===== src/verilog/eewc_pkg.sv =====
// package: constants and register map of the extended event wakeup controller
package eewc_pkg;

  // ***********************************************************************
  // line counts and widths
  // ***********************************************************************
  localparam int NCFG = 20;
  localparam int NPIN_CFG = 16;
  localparam int NDIR = 8;
  localparam int NLINE = NCFG + NDIR;
  localparam int NPORT = 12;
  localparam int PINS_PER_PORT = 16;
  localparam int NSEL = 16;
  localparam int SEL_W = 4;
  localparam int SEL_STRIDE = 8;
  localparam int SEL_PER_REG = 4;
  localparam int NSEL_REG = 4;
  localparam int NMASK = 8;
  localparam int NCORE = 2;
  localparam int AW = 12;
  localparam int DW = 32;

  // ***********************************************************************
  // register offsets (byte addresses)
  // ***********************************************************************
  localparam logic [AW-1:0] OFF_RISE = 12'h000;
  localparam logic [AW-1:0] OFF_FALL = 12'h004;
  localparam logic [AW-1:0] OFF_SWTRIG = 12'h008;
  localparam logic [AW-1:0] OFF_PEND = 12'h00c;
  localparam logic [AW-1:0] OFF_MASK0 = 12'h010;
  localparam logic [AW-1:0] OFF_CFG_SEC = 12'h030;
  localparam logic [AW-1:0] OFF_DIR_SEC = 12'h034;
  localparam logic [AW-1:0] OFF_MUX_SEC = 12'h038;
  localparam logic [AW-1:0] OFF_SEL0 = 12'h040;
  localparam logic [AW-1:0] OFF_DIR_STAT = 12'h050;
  localparam logic [AW-1:0] OFF_LINE_STAT = 12'h054;
  localparam logic [AW-1:0] REG_STEP = 12'h004;

  // mask register index order inside the mask bank
  localparam int MASK_FIRST_DIR = 4;
  localparam int MASK_PER_CORE = 2;
  localparam int MASK_EVT = 1;

  // ***********************************************************************
  // field masks and reset values
  // ***********************************************************************
  localparam logic [DW-1:0] CFG_BITS = 32'h000f_ffff;
  localparam logic [DW-1:0] DIR_BITS = 32'h0000_00ff;
  localparam logic [DW-1:0] MUX_BITS = 32'h0000_ffff;
  localparam logic [DW-1:0] SEL_FIELD = 32'h0000_000f;
  localparam logic [DW-1:0] ALL_BITS = 32'hffff_ffff;
  localparam logic [DW-1:0] RST_ZERO = 32'h0000_0000;

  // pprot bit that marks a non-secure access
  localparam int PROT_NS_BIT = 1;

endpackage


===== src/verilog/eewc_edge_if.sv =====
// interface: synchronised line levels and edge pulses
`timescale 1ns/1ps
interface eewc_edge_if;
  logic [eewc_pkg::NLINE-1:0] level;
  logic [eewc_pkg::NLINE-1:0] rise;
  logic [eewc_pkg::NLINE-1:0] fall;
  modport src (output level, output rise, output fall);
  modport dst (input level, input rise, input fall);
endinterface


===== src/verilog/eewc_line_sync.sv =====
// module: two-stage synchroniser and edge detector for all lines
`timescale 1ns/1ps
module eewc_line_sync (
  // clock and reset
  input wire logic pclk,
  input wire logic presetn,
  // raw asynchronous lines
  input wire logic [eewc_pkg::NLINE-1:0] raw_in,
  // synchronised result
  eewc_edge_if.src edge_o
);

  logic [eewc_pkg::NLINE-1:0] meta_reg;
  logic [eewc_pkg::NLINE-1:0] sync_reg;
  logic [eewc_pkg::NLINE-1:0] prev_reg;

  // meta_reg is read only by sync_reg
  always_ff @(posedge pclk or negedge presetn) begin
    if (!presetn) begin
      meta_reg <= '0;
      sync_reg <= '0;
      prev_reg <= '0;
    end else begin
      meta_reg <= raw_in;
      sync_reg <= meta_reg;
      prev_reg <= sync_reg;
    end
  end

  assign edge_o.level = sync_reg;
  assign edge_o.rise = sync_reg & ~prev_reg;
  assign edge_o.fall = ~sync_reg & prev_reg;

endmodule // eewc_line_sync


===== src/verilog/eewc_top.sv =====
// module: extended event wakeup controller with apb register block
//
// Overview of operation
// - software picks rising, falling or both edges
// - each configurable line keeps readable pending flag
// - software trigger bit acts like hardware edge
// - direct lines trigger on rising edge only
// - direct lines hold no pending bit here
// - direct lines have own interrupt and event masks
// - no software trigger exists for direct lines
// - independent interrupt and event masks per core
// - lines wake first, second or both cores
// - unmasked line wakes a core in stop state
// - sixteen selectors pick pin n from ports
// - selected pin goes to matrix and line
// - pin lines reach outputs for stop wakeup
// - security bits restrict configuration to secure access
// - one security bit per matrix event line
// - all registers reached over the slave bus
// - masking stage feeds wakeup, interrupt, event outputs
//
// Decided for this implementation: the placing of the registers and register access over APB.
`timescale 1ns/1ps
module eewc_top (
  // clock and reset
  input wire logic pclk,
  input wire logic presetn,
  // apb slave
  input wire logic psel,
  input wire logic penable,
  input wire logic pwrite,
  input wire logic [eewc_pkg::AW-1:0] paddr,
  input wire logic [2:0] pprot,
  input wire logic [eewc_pkg::DW-1:0] pwdata,
  output logic [eewc_pkg::DW-1:0] prdata,
  output logic pready,
  output logic pslverr,
  // line sources
  input wire logic [eewc_pkg::NPORT*eewc_pkg::PINS_PER_PORT-1:0] port_pins,
  input wire logic [eewc_pkg::NCFG-eewc_pkg::NPIN_CFG-1:0] periph_cfg_in,
  input wire logic [eewc_pkg::NDIR-1:0] direct_in,
  // peripheral trigger matrix
  output logic [eewc_pkg::NSEL-1:0] matrix_trig,
  // first core
  output logic [eewc_pkg::NLINE-1:0] first_core_irq,
  output logic [eewc_pkg::NLINE-1:0] first_core_evt,
  output logic first_core_wake,
  // second core
  output logic [eewc_pkg::NLINE-1:0] second_core_irq,
  output logic [eewc_pkg::NLINE-1:0] second_core_evt,
  output logic second_core_wake
);

  // ***********************************************************************
  // helper functions
  // ***********************************************************************
  // bits a master may change: all when secure, else only unsecured ones
  function automatic logic [eewc_pkg::DW-1:0] allow_bits(
    input logic [eewc_pkg::DW-1:0] sec,
    input logic secure
  );
    allow_bits = secure ? eewc_pkg::ALL_BITS : ~sec;
  endfunction

  function automatic logic [eewc_pkg::DW-1:0] sec_write(
    input logic [eewc_pkg::DW-1:0] old,
    input logic [eewc_pkg::DW-1:0] wdat,
    input logic [eewc_pkg::DW-1:0] allow
  );
    sec_write = (old & ~allow) | (wdat & allow);
  endfunction

  // spread per-selector security bits onto the fields of one select register
  function automatic logic [eewc_pkg::DW-1:0] sel_sec(
    input logic [eewc_pkg::DW-1:0] msec,
    input int r
  );
    logic [eewc_pkg::DW-1:0] s;
    s = eewc_pkg::RST_ZERO;
    for (int k = 0; k < eewc_pkg::SEL_PER_REG; k++) begin
      if (msec[r*eewc_pkg::SEL_PER_REG+k]) begin
        s = s | (eewc_pkg::SEL_FIELD << (k*eewc_pkg::SEL_STRIDE));
      end
    end
    sel_sec = s;
  endfunction

  // ***********************************************************************
  // state
  // ***********************************************************************
  logic [eewc_pkg::DW-1:0] rise_sel_reg;
  logic [eewc_pkg::DW-1:0] fall_sel_reg;
  logic [eewc_pkg::DW-1:0] pend_reg;
  logic [eewc_pkg::DW-1:0] pend_next;
  logic [eewc_pkg::DW-1:0] mask_reg [eewc_pkg::NMASK];
  logic [eewc_pkg::DW-1:0] cfg_sec_reg;
  logic [eewc_pkg::DW-1:0] dir_sec_reg;
  logic [eewc_pkg::DW-1:0] mux_sec_reg;
  logic [eewc_pkg::DW-1:0] sel_reg [eewc_pkg::NSEL_REG];
  logic [eewc_pkg::DW-1:0] rd_next;
  logic rd_hit;
  logic secure_acc;
  logic wr_en;
  logic [eewc_pkg::DW-1:0] cfg_allow;
  logic [eewc_pkg::DW-1:0] dir_allow;
  logic [eewc_pkg::DW-1:0] sw_set;
  logic [eewc_pkg::DW-1:0] pend_clr;
  logic [eewc_pkg::DW-1:0] hw_set;
  logic [eewc_pkg::NSEL-1:0] mux_out;
  logic [eewc_pkg::NLINE-1:0] line_act;
  logic [eewc_pkg::NLINE-1:0] line_trig;
  logic [eewc_pkg::NLINE-1:0] imask [eewc_pkg::NCORE];
  logic [eewc_pkg::NLINE-1:0] emask [eewc_pkg::NCORE];

  eewc_edge_if lines_if ();

  // ***********************************************************************
  // pin selection
  // ***********************************************************************
  // the mux sits ahead of the synchroniser; a select change may give one
  // spurious edge, so software should mask the line while reselecting
  always_comb begin
    for (int n = 0; n < eewc_pkg::NSEL; n++) begin
      logic [eewc_pkg::SEL_W-1:0] s;
      s = sel_reg[n/eewc_pkg::SEL_PER_REG][(n%eewc_pkg::SEL_PER_REG)*eewc_pkg::SEL_STRIDE +:
        eewc_pkg::SEL_W];
      if (int'(s) < eewc_pkg::NPORT) begin
        mux_out[n] = port_pins[int'(s)*eewc_pkg::PINS_PER_PORT + n];
      end else begin
        mux_out[n] = 1'b0;
      end
    end
  end

  eewc_line_sync u_sync (
    .pclk(pclk),
    .presetn(presetn),
    .raw_in({direct_in, periph_cfg_in, mux_out}),
    .edge_o(lines_if.src)
  );

  // ***********************************************************************
  // apb slave
  // ***********************************************************************
  assign secure_acc = ~pprot[eewc_pkg::PROT_NS_BIT];
  assign wr_en = psel & penable & pready & pwrite;
  assign cfg_allow = allow_bits(cfg_sec_reg, secure_acc) & eewc_pkg::CFG_BITS;
  assign dir_allow = allow_bits(dir_sec_reg, secure_acc) & eewc_pkg::DIR_BITS;

  // zero wait state: ready in the first access cycle
  always_ff @(posedge pclk or negedge presetn) begin
    if (!presetn) begin
      pready <= 1'b0;
      pslverr <= 1'b0;
      prdata <= eewc_pkg::RST_ZERO;
    end else begin
      pready <= psel & ~penable;
      pslverr <= psel & ~penable & ~rd_hit;
      if (psel && !penable) begin
        prdata <= pwrite ? eewc_pkg::RST_ZERO : rd_next;
      end
    end
  end

  // secured bits read as zero to a non-secure master
  always_comb begin
    rd_hit = 1'b1;
    rd_next = eewc_pkg::RST_ZERO;
    if (paddr == eewc_pkg::OFF_RISE) begin
      rd_next = rise_sel_reg & cfg_allow;
    end else if (paddr == eewc_pkg::OFF_FALL) begin
      rd_next = fall_sel_reg & cfg_allow;
    end else if (paddr == eewc_pkg::OFF_SWTRIG) begin
      rd_next = eewc_pkg::RST_ZERO;
    end else if (paddr == eewc_pkg::OFF_PEND) begin
      rd_next = pend_reg & cfg_allow;
    end else if (paddr == eewc_pkg::OFF_CFG_SEC) begin
      rd_next = cfg_sec_reg;
    end else if (paddr == eewc_pkg::OFF_DIR_SEC) begin
      rd_next = dir_sec_reg;
    end else if (paddr == eewc_pkg::OFF_MUX_SEC) begin
      rd_next = mux_sec_reg;
    end else if (paddr == eewc_pkg::OFF_DIR_STAT) begin
      rd_next = {{(eewc_pkg::DW-eewc_pkg::NDIR){1'b0}},
        lines_if.level[eewc_pkg::NLINE-1:eewc_pkg::NCFG]} & dir_allow;
    end else if (paddr == eewc_pkg::OFF_LINE_STAT) begin
      rd_next = {{(eewc_pkg::DW-eewc_pkg::NCFG){1'b0}},
        lines_if.level[eewc_pkg::NCFG-1:0]} & cfg_allow;
    end else begin
      rd_hit = 1'b0;
      for (int i = 0; i < eewc_pkg::NMASK; i++) begin
        if (paddr == eewc_pkg::OFF_MASK0 + eewc_pkg::AW'(i) * eewc_pkg::REG_STEP) begin
          rd_hit = 1'b1;
          rd_next = mask_reg[i] & (i < eewc_pkg::MASK_FIRST_DIR ? cfg_allow : dir_allow);
        end
      end
      for (int r = 0; r < eewc_pkg::NSEL_REG; r++) begin
        if (paddr == eewc_pkg::OFF_SEL0 + eewc_pkg::AW'(r) * eewc_pkg::REG_STEP) begin
          rd_hit = 1'b1;
          rd_next = sel_reg[r] & ~sel_sec(mux_sec_reg, r) | sel_reg[r] &
            {eewc_pkg::DW{secure_acc}};
        end
      end
    end
  end

  // ***********************************************************************
  // security enables: secure masters only
  // ***********************************************************************
  always_ff @(posedge pclk or negedge presetn) begin
    if (!presetn) begin
      cfg_sec_reg <= eewc_pkg::RST_ZERO;
      dir_sec_reg <= eewc_pkg::RST_ZERO;
      mux_sec_reg <= eewc_pkg::RST_ZERO;
    end else if (wr_en && secure_acc) begin
      if (paddr == eewc_pkg::OFF_CFG_SEC) begin
        cfg_sec_reg <= pwdata & eewc_pkg::CFG_BITS;
      end else if (paddr == eewc_pkg::OFF_DIR_SEC) begin
        dir_sec_reg <= pwdata & eewc_pkg::DIR_BITS;
      end else if (paddr == eewc_pkg::OFF_MUX_SEC) begin
        mux_sec_reg <= pwdata & eewc_pkg::MUX_BITS;
      end
    end
  end

  // ***********************************************************************
  // edge selection
  // ***********************************************************************
  always_ff @(posedge pclk or negedge presetn) begin
    if (!presetn) begin
      rise_sel_reg <= eewc_pkg::RST_ZERO;
      fall_sel_reg <= eewc_pkg::RST_ZERO;
    end else if (wr_en) begin
      if (paddr == eewc_pkg::OFF_RISE) begin
        rise_sel_reg <= sec_write(rise_sel_reg, pwdata, cfg_allow);
      end else if (paddr == eewc_pkg::OFF_FALL) begin
        fall_sel_reg <= sec_write(fall_sel_reg, pwdata, cfg_allow);
      end
    end
  end

  // ***********************************************************************
  // pending flags of configurable lines
  // ***********************************************************************
  // only cfg_allow bits exist, so direct lines cannot be soft-triggered
  assign sw_set = (wr_en && paddr == eewc_pkg::OFF_SWTRIG) ? pwdata & cfg_allow :
    eewc_pkg::RST_ZERO;
  assign pend_clr = (wr_en && paddr == eewc_pkg::OFF_PEND) ? pwdata & cfg_allow :
    eewc_pkg::RST_ZERO;
  assign hw_set = {{(eewc_pkg::DW-eewc_pkg::NCFG){1'b0}},
    lines_if.rise[eewc_pkg::NCFG-1:0] & rise_sel_reg[eewc_pkg::NCFG-1:0] |
    lines_if.fall[eewc_pkg::NCFG-1:0] & fall_sel_reg[eewc_pkg::NCFG-1:0]};
  // a new edge in the clearing cycle wins over the clear
  assign pend_next = (pend_reg & ~pend_clr) | hw_set | sw_set;

  always_ff @(posedge pclk or negedge presetn) begin
    if (!presetn) begin
      pend_reg <= eewc_pkg::RST_ZERO;
    end else begin
      pend_reg <= pend_next;
    end
  end

  // ***********************************************************************
  // per-core masks and pin selectors
  // ***********************************************************************
  always_ff @(posedge pclk or negedge presetn) begin
    if (!presetn) begin
      for (int i = 0; i < eewc_pkg::NMASK; i++) begin
        mask_reg[i] <= eewc_pkg::RST_ZERO;
      end
    end else if (wr_en) begin
      for (int i = 0; i < eewc_pkg::NMASK; i++) begin
        if (paddr == eewc_pkg::OFF_MASK0 + eewc_pkg::AW'(i) * eewc_pkg::REG_STEP) begin
          mask_reg[i] <= sec_write(mask_reg[i], pwdata,
            i < eewc_pkg::MASK_FIRST_DIR ? cfg_allow : dir_allow);
        end
      end
    end
  end

  always_ff @(posedge pclk or negedge presetn) begin
    if (!presetn) begin
      for (int r = 0; r < eewc_pkg::NSEL_REG; r++) begin
        sel_reg[r] <= eewc_pkg::RST_ZERO;
      end
    end else if (wr_en) begin
      for (int r = 0; r < eewc_pkg::NSEL_REG; r++) begin
        if (paddr == eewc_pkg::OFF_SEL0 + eewc_pkg::AW'(r) * eewc_pkg::REG_STEP) begin
          sel_reg[r] <= sec_write(sel_reg[r], pwdata,
            allow_bits(sel_sec(mux_sec_reg, r), secure_acc) & sel_sec(
            eewc_pkg::MUX_BITS, r));
        end
      end
    end
  end

  // ***********************************************************************
  // masking stage
  // ***********************************************************************
  // direct lines: active while the source holds its level, cleared there
  assign line_act = {lines_if.level[eewc_pkg::NLINE-1:eewc_pkg::NCFG],
    pend_reg[eewc_pkg::NCFG-1:0]};
  assign line_trig = {lines_if.rise[eewc_pkg::NLINE-1:eewc_pkg::NCFG],
    hw_set[eewc_pkg::NCFG-1:0] | sw_set[eewc_pkg::NCFG-1:0]};

  always_comb begin
    for (int c = 0; c < eewc_pkg::NCORE; c++) begin
      imask[c] = {mask_reg[eewc_pkg::MASK_FIRST_DIR + c*eewc_pkg::MASK_PER_CORE]
        [eewc_pkg::NDIR-1:0], mask_reg[c*eewc_pkg::MASK_PER_CORE][eewc_pkg::NCFG-1:0]};
      emask[c] = {mask_reg[eewc_pkg::MASK_FIRST_DIR + c*eewc_pkg::MASK_PER_CORE +
        eewc_pkg::MASK_EVT][eewc_pkg::NDIR-1:0],
        mask_reg[c*eewc_pkg::MASK_PER_CORE + eewc_pkg::MASK_EVT][eewc_pkg::NCFG-1:0]};
    end
  end

  // wake is raised whether or not the core sits in its stop state
  always_ff @(posedge pclk or negedge presetn) begin
    if (!presetn) begin
      first_core_irq <= '0;
      first_core_evt <= '0;
      first_core_wake <= 1'b0;
      second_core_irq <= '0;
      second_core_evt <= '0;
      second_core_wake <= 1'b0;
    end else begin
      first_core_irq <= line_act & imask[0];
      first_core_evt <= line_trig & emask[0];
      first_core_wake <= |(line_act & (imask[0] | emask[0]));
      second_core_irq <= line_act & imask[1];
      second_core_evt <= line_trig & emask[1];
      second_core_wake <= |(line_act & (imask[1] | emask[1]));
    end
  end

  // ***********************************************************************
  // matrix trigger
  // ***********************************************************************
  // limitation: the pin path runs on pclk, so stop wakeup needs pclk alive
  always_ff @(posedge pclk or negedge presetn) begin
    if (!presetn) begin
      matrix_trig <= '0;
    end else begin
      matrix_trig <= lines_if.level[eewc_pkg::NSEL-1:0];
    end
  end

endmodule // eewc_top


===== config.mk =====
export PLATFORM = sky130hd
export DESIGN_NAME = eewc_top
export DESIGN_NICKNAME = d
export VERILOG_FILES = /design/src/verilog/eewc_pkg.sv /design/src/verilog/eewc_edge_if.sv /design/src/verilog/eewc_line_sync.sv /design/src/verilog/eewc_top.sv
export SDC_FILE = /design/constraint.sdc
export NUM_CORES = 1
export LEC_CHECK = 0
export ABC_AREA = 1
export ABC_CLOCK_PERIOD_IN_PS = 2500
export BUFFER_PORTS_ARGS = -buffer_cell sky130_fd_sc_hd__buf_2
export CAP_MARGIN = 40
export CORE_MARGIN = 2
export CORE_UTILIZATION = 35
export CTS_CLUSTER_SIZE = 40
export DETAILED_ROUTE_END_ITERATION = 12
export SLEW_MARGIN = 10
export SYNTH_ARGS = -nofsm -noshare
export SYNTH_HDL_FRONTEND = slang
export SYNTH_SLANG_ARGS = --single-unit

===== constraint.sdc =====
create_clock -name pclk -period 2.5 [get_ports pclk]
set_clock_uncertainty 0.15 [all_clocks]
set_input_delay 0.375 -clock pclk [delete_from_list [all_inputs] [get_ports pclk]]
set_output_delay 0.375 -clock pclk [all_outputs]
set_load 0.05 [all_outputs]

## Yosys cells after proc, flatten, opt, wreduce, memory -nomap -nowiden

Cells that the tools add are included.

- Flip-flop bits (word level): 772
- Output and inout port bits: 164
- Logic and storage cells: 415

- Add/subtract/negate cells: 15
- Magnitude comparators: 32
- Eq/ne operators: 20
- Muxes and demuxes: 182
- Bitwise operators: 110
- Reduce and logical (&&, ||, !) cells: 25

Operators with widths:

| operator | number |
|---|---|
| $mux 32 | 80 |
| $and 32x32->32 | 31 |
| $or 32x32->32 | 19 |
| $not 32->32 | 13 |
| $and 32x20->32 | 8 |
| $and 28x28->28 | 7 |
| $and 32x8->32 | 5 |
| $lt 9x9->1 const B | 15 |
| $bmux 1 s8 | 15 |
| $mux 28 | 4 |
| $mux 20 | 5 |
| $eq 12x6->1 const B | 7 |
| $and 20x20->20 | 4 |
| $add 8x4->9 const B | 8 |
| $eq 12x7->1 const B | 6 |
| $mux 1 | 68 |
| $lt 4x4->1 const B | 16 |
| $or 28x28->28 | 2 |
| $reduce_or 28->1 | 2 |
| $eq 12x5->1 const B | 4 |
| $mux 12 | 4 |
| $not 20->20 | 2 |
| $or 20x20->20 | 2 |
| $add 8x3->9 const B | 4 |
| 22 further kinds | 53 |

## Depth between registers and ports, before layout

- Depth in word-level cells: 31
- Depth in mapped cells: 23
- Depth with buffers taken out: 23

## Hierarchy

From an unflattened synthesis, not the netlist that was laid out.

- Cells, all modules: 3201
- Area, all modules: 25052.8 um2

Modules (own cells, without submodules):

| module | times used | cells an instance | area each (um2) |
|---|---|---|---|
| eewc_top | 1 | 3005 | 22530.4 |
| eewc_line_sync | 1 | 196 | 2522.4 |

## Worst setup path before layout

No wires, ideal clock.

- Path kind: input to register
- From: in paddr[11] (netlist bit)
- To: reg prdata[3] (netlist bit)
- Setup time: 0.118 ns
- Arrival: 1.911 ns
- Data required time: 2.232 ns
- Slack: 0.321 ns
- Cell stages on the path: 22
- Buffers on the path: 2
- Cell sequence: nor2_1 nand2_1 buf_6 inv_2 nand3_1 buf_2 o21ai_1 inv_1 nand3_1 nand3_1 nand2_1 nand4_1 nand2_1 nand3_1 nand2_1 nand2_1 nand2_1 nand2_1 nand2_1 nand2_1 nand2_1 nand2_1

- Longest elaborated chain between the ends: 23
- Elaborated cells between the ends (all ways): 43
- Classes of those cells: 20 x eq/ne; 22 x mux; 1 x reduce/logical

Ends and longest elaborated chain:

| element | line | source |
|---|---|---|
| start, declared | eewc_top.sv:32 | `input wire logic [eewc_pkg::AW-1:0] paddr,` |
| $eq 12x5->1 | eewc_top.sv:192 | `if (paddr == eewc_pkg::OFF_MASK0 + eewc_pkg::AW'(i) * eewc_pkg::REG_STEP) begin` |
| $mux 32 (8 in series) | eewc_top.sv:192 |  |
| $mux 32 (4 in series) | eewc_top.sv:198 | `if (paddr == eewc_pkg::OFF_SEL0 + eewc_pkg::AW'(r) * eewc_pkg::REG_STEP) begin` |
| $mux 32 | eewc_top.sv:186 | `end else if (paddr == eewc_pkg::OFF_LINE_STAT) begin` |
| $mux 32 | eewc_top.sv:183 | `end else if (paddr == eewc_pkg::OFF_DIR_STAT) begin` |
| $mux 32 | eewc_top.sv:181 | `end else if (paddr == eewc_pkg::OFF_MUX_SEC) begin` |
| $mux 32 | eewc_top.sv:179 | `end else if (paddr == eewc_pkg::OFF_DIR_SEC) begin` |
| $mux 32 | eewc_top.sv:177 | `end else if (paddr == eewc_pkg::OFF_CFG_SEC) begin` |
| $mux 32 | eewc_top.sv:175 | `end else if (paddr == eewc_pkg::OFF_PEND) begin` |
| $mux 32 | eewc_top.sv:173 | `end else if (paddr == eewc_pkg::OFF_SWTRIG) begin` |
| $mux 32 | eewc_top.sv:171 | `end else if (paddr == eewc_pkg::OFF_FALL) begin` |
| $mux 32 * | eewc_top.sv:169 | `if (paddr == eewc_pkg::OFF_RISE) begin` |
| $mux 32 * | eewc_top.sv:160 | `prdata <= pwrite ? eewc_pkg::RST_ZERO : rd_next;` |
| end signal, assigned | eewc_top.sv:155 | `prdata <= eewc_pkg::RST_ZERO;` |
| end signal, assigned | eewc_top.sv:160 |  |
| end, declared | eewc_top.sv:35 | `output logic [eewc_pkg::DW-1:0] prdata,` |

Mark *: on every way between the ends. The rest lies on a longest branch, timed or not.
A chain may end at the register's enable or synchronous reset.

## Worst setup path in the final report

- From: in paddr[10] (netlist bit)
- To: reg prdata[16] (netlist bit)

Same word-level chain as after synthesis.

==> impl_metrics.json <==
{
  "initial_core_util": 0.354,
  "period_minus_slack_ps": 2350,
  "synthesis.instances": 3043,
  "std_cell_rows": 96,
  "use_met3": 0.0619,
  "grt_pass1_wl_um": 151000,
  "yosysSeqAreaShare": 0.519,
  "synth_top_area_frac": 0.519,
  "io_pins": 420,
  "vias": 24308,
  "hp-class": "in2reg",
  "worst_pin_slew_ps": 650,
  "avgRoutedWirePerCell_um": 22.2,
  "cts-root-buf": "clkbuf_16",
  "insertion_delay_ps": 630,
  "ys_top_cells_by_area": "dfrtp_1 (52%), nand2_1 (13%), o21ai_0 (8.1%)",
  "dieWidth_um": 267,
  "grt_pass1_vias": 22928,
  "max-vdd-ir-drop_uv": 496,
  "slew_violations": 0,
  "syn_avg_cell_area_um2": 7.98,
  "cts_max_level": 2,
  "cp-start-kind": "input pin",
  "max_cap_viol_count": 0,
  "grt_setup_unrepaired": "no",
  "grt_max_degree": 78,
  "gp_congestion": 1.00,
  "path_clk_slew_ps": 60,
  "synth-edff-count": 0,
  "worstSetupEndpointType": "flop",
  "crit_type": "in2reg",
  "drive_gt1_frac": 0.226,
  "drt-initial-drc-count": 2843,
  "fmax_ghz": 0.425,
  "grtUsageMet1": 0.394,
  "synth_warnings": 0,
  "cts.sink_count": 504,
  "finalCritPeriodShare": 0.941,
  "drc": 0,
  "dp_hpwl_um": 80900,
  "busiest_layer": "met2",
  "worst_slack_ps": 147,
  "fp.dieH_um": 267,
  "yosys.area.top_type": "dfrtp_1",
  "placed_cell_area_um2": 29100,
  "async_flop_share": 1.00,
  "setup_viol": 0,
  "powerDensity_nw_per_um2": 584,
  "track_usage": 0.287,
  "cellLeakagePower_nw": 15.8,
  "max_slew_margin": 0.566,
  "area_growth_pct": 30.1,
  "io_buffers": 401,
  "r2r_setup_slack_ps": 280,
  "finalNetCount": 3939,
  "firstDrtPassIters": 6,
  "fin_area_um2": 31600,
  "cp_max_fo": 5,
  "cts_buffers": 55,
  "drtAntennaViolNets": 0,
  "outcome": "finished, final reports clean",
  "die_area_um2": 71500,
  "vias_per_cell": 5.22,
  "antenna_found_initial": 6,
  "clock_path_buffers": 3,
  "cp.arrival_ps": 2720,
  "grtUsageMet2": 0.447,
  "core_area_um2": 68700,
  "ys.flop_type": "dfrtp_1",
  "cts_tree": "done",
  "place_ws_ps": -439,
  "ys_ff_latch": 504,
  "wl_um": 104000,
  "overflow": 0,
  "hold_viol": 0,
  "ys_types": 45,
  "synthesis.area_um2": 24300,
  "cp_data_required_time_ps": 2870
}
## routing by layer
metal	vias up	wire, µm
met2	1278	46400
li1	11246	-
met1	11572	43200
met5	-	46
met3	204	10000
met4	8	3980
## Yosys cell counts (all sizes together), types with 6 or more instances
cell,number
buf,54
nor2,286
clkbuf,74
o2111ai,9
dfrtp,504
o22ai,40
o21a,9
o211ai,18
a221oi,9
a21oi,65
nand3,130
nand2,860
o32ai,20
nand4,28
nor4,22
nand3b,9
o31ai,7
inv,360
a21o,6
o21ai,407
nor3,27
a31oi,36
mux2,22
o221ai,21
## critical path, stage by stage
cell and delay (ps):
buf_2 130, nor2_1 90, nand2_1 190, buf_4 250, nor2_4 100, nand2_2 90
nor2_2 200, inv_2 150, buf_12 160, nor2_1 80, a211oi_1 50, nand3_1 130
o211ai_1 110, nand2_1 70, nand3_1 120, nand3_1 100, nand2_1 80, nand2_1 80
nand2_1 50, nand2_1 60, nand2_1 40
## layout by cell type (no fill, tap or decap), types with 18 or more instances in the layout
| master | instances |
|---|---|
| nor2_1 | 264 |
| inv_2 | 22 |
| buf_2 | 400 |
| o22ai_1 | 40 |
| clkbuf_8 | 18 |
| mux2_2 | 22 |
| a31oi_1 | 36 |
| nand4_1 | 28 |
| clkbuf_16 | 55 |
| a21oi_1 | 64 |
| o221ai_1 | 21 |
| nand2_1 | 854 |
| o211ai_1 | 18 |
| buf_4 | 241 |
| dlygate4sd3_1 | 39 |
| nor3_1 | 26 |
| o32ai_1 | 20 |
| buf_12 | 23 |
| nand3_1 | 126 |
| nor4_1 | 21 |
| dfrtp_1 | 504 |
| o21ai_0 | 395 |
| inv_1 | 337 |
## area by class of cell
cell class / count / area (µm²)
Clock buffer: 79 / 1650
Clock inverter: 23 / 410
Inverter: 362 / 1360
Multi-Input combinational cell: 2056 / 9720
Antenna cell: 2 / 5.00
Timing Repair Buffer: 704 / 4680
Sequential cell: 504 / 12600
Fill cell: 6864 / 37100
Tap cell: 931 / 1160
## cells by family (layout without fill, tap and decap cells)
family                 count (synthesis)  after routing  share of synthesized area
AO/OA/AOI/OAI                        664            664                      0.156
buffers and inverters                490           1168                     0.0821
flip-flops                           504            504                      0.519
multiplexers                          22             22                     0.0102
other                                  1             10                   0.000154
AND/OR/NAND/NOR                     1362           1362                      0.232
## through the flow
step | total power, mW | util | instances | setup TNS, ps | hold slack, ps
CTS | 18.6 | 0.460 | 4659 | 0 | 23.1
global placement | 9.41 | 0.424 | 4518 | -32130 | 182
finish | 18.5 | 0.460 | 4661 | 0 | 39.4
floorplan | 8.76 | - | 3050 | 0 | -70.6
global route | 19.0 | 0.460 | 4659 | 0 | 70.9
detailed placement | 9.41 | 0.424 | 4518 | -31770 | 185
## worst paths after layout
kind / from / to / cells after the start
max in group asynchronous: presetn / second_core_irq[14] / 3
min in group asynchronous: presetn / asynchronous set/reset pin / 2
max reg2reg: u_sync.edge_o.level[21] / second_core_wake / 9
min reg2reg: u_sync.meta_reg[0] / u_sync.edge_o.level[0] / 0
min: port_pins[182] / u_sync.meta_reg[6] / 4
max: paddr[10] / prdata[16] / 21
## where the power goes
part / switching, mW / internal (mW)
registers: 0.0809 / 8.24
clock network: 3.54 / 5.63
logic: 0.645 / 0.341
## repair_timing
item,4_1_cts,5_1_grt
endpoints found under the setup margin,0,1
gates resized for setup,0,1
endpoints found under the hold margin,303,0
hold buffers,39,0
buffers inserted,0,0
(Power assumes the default switching activity.)
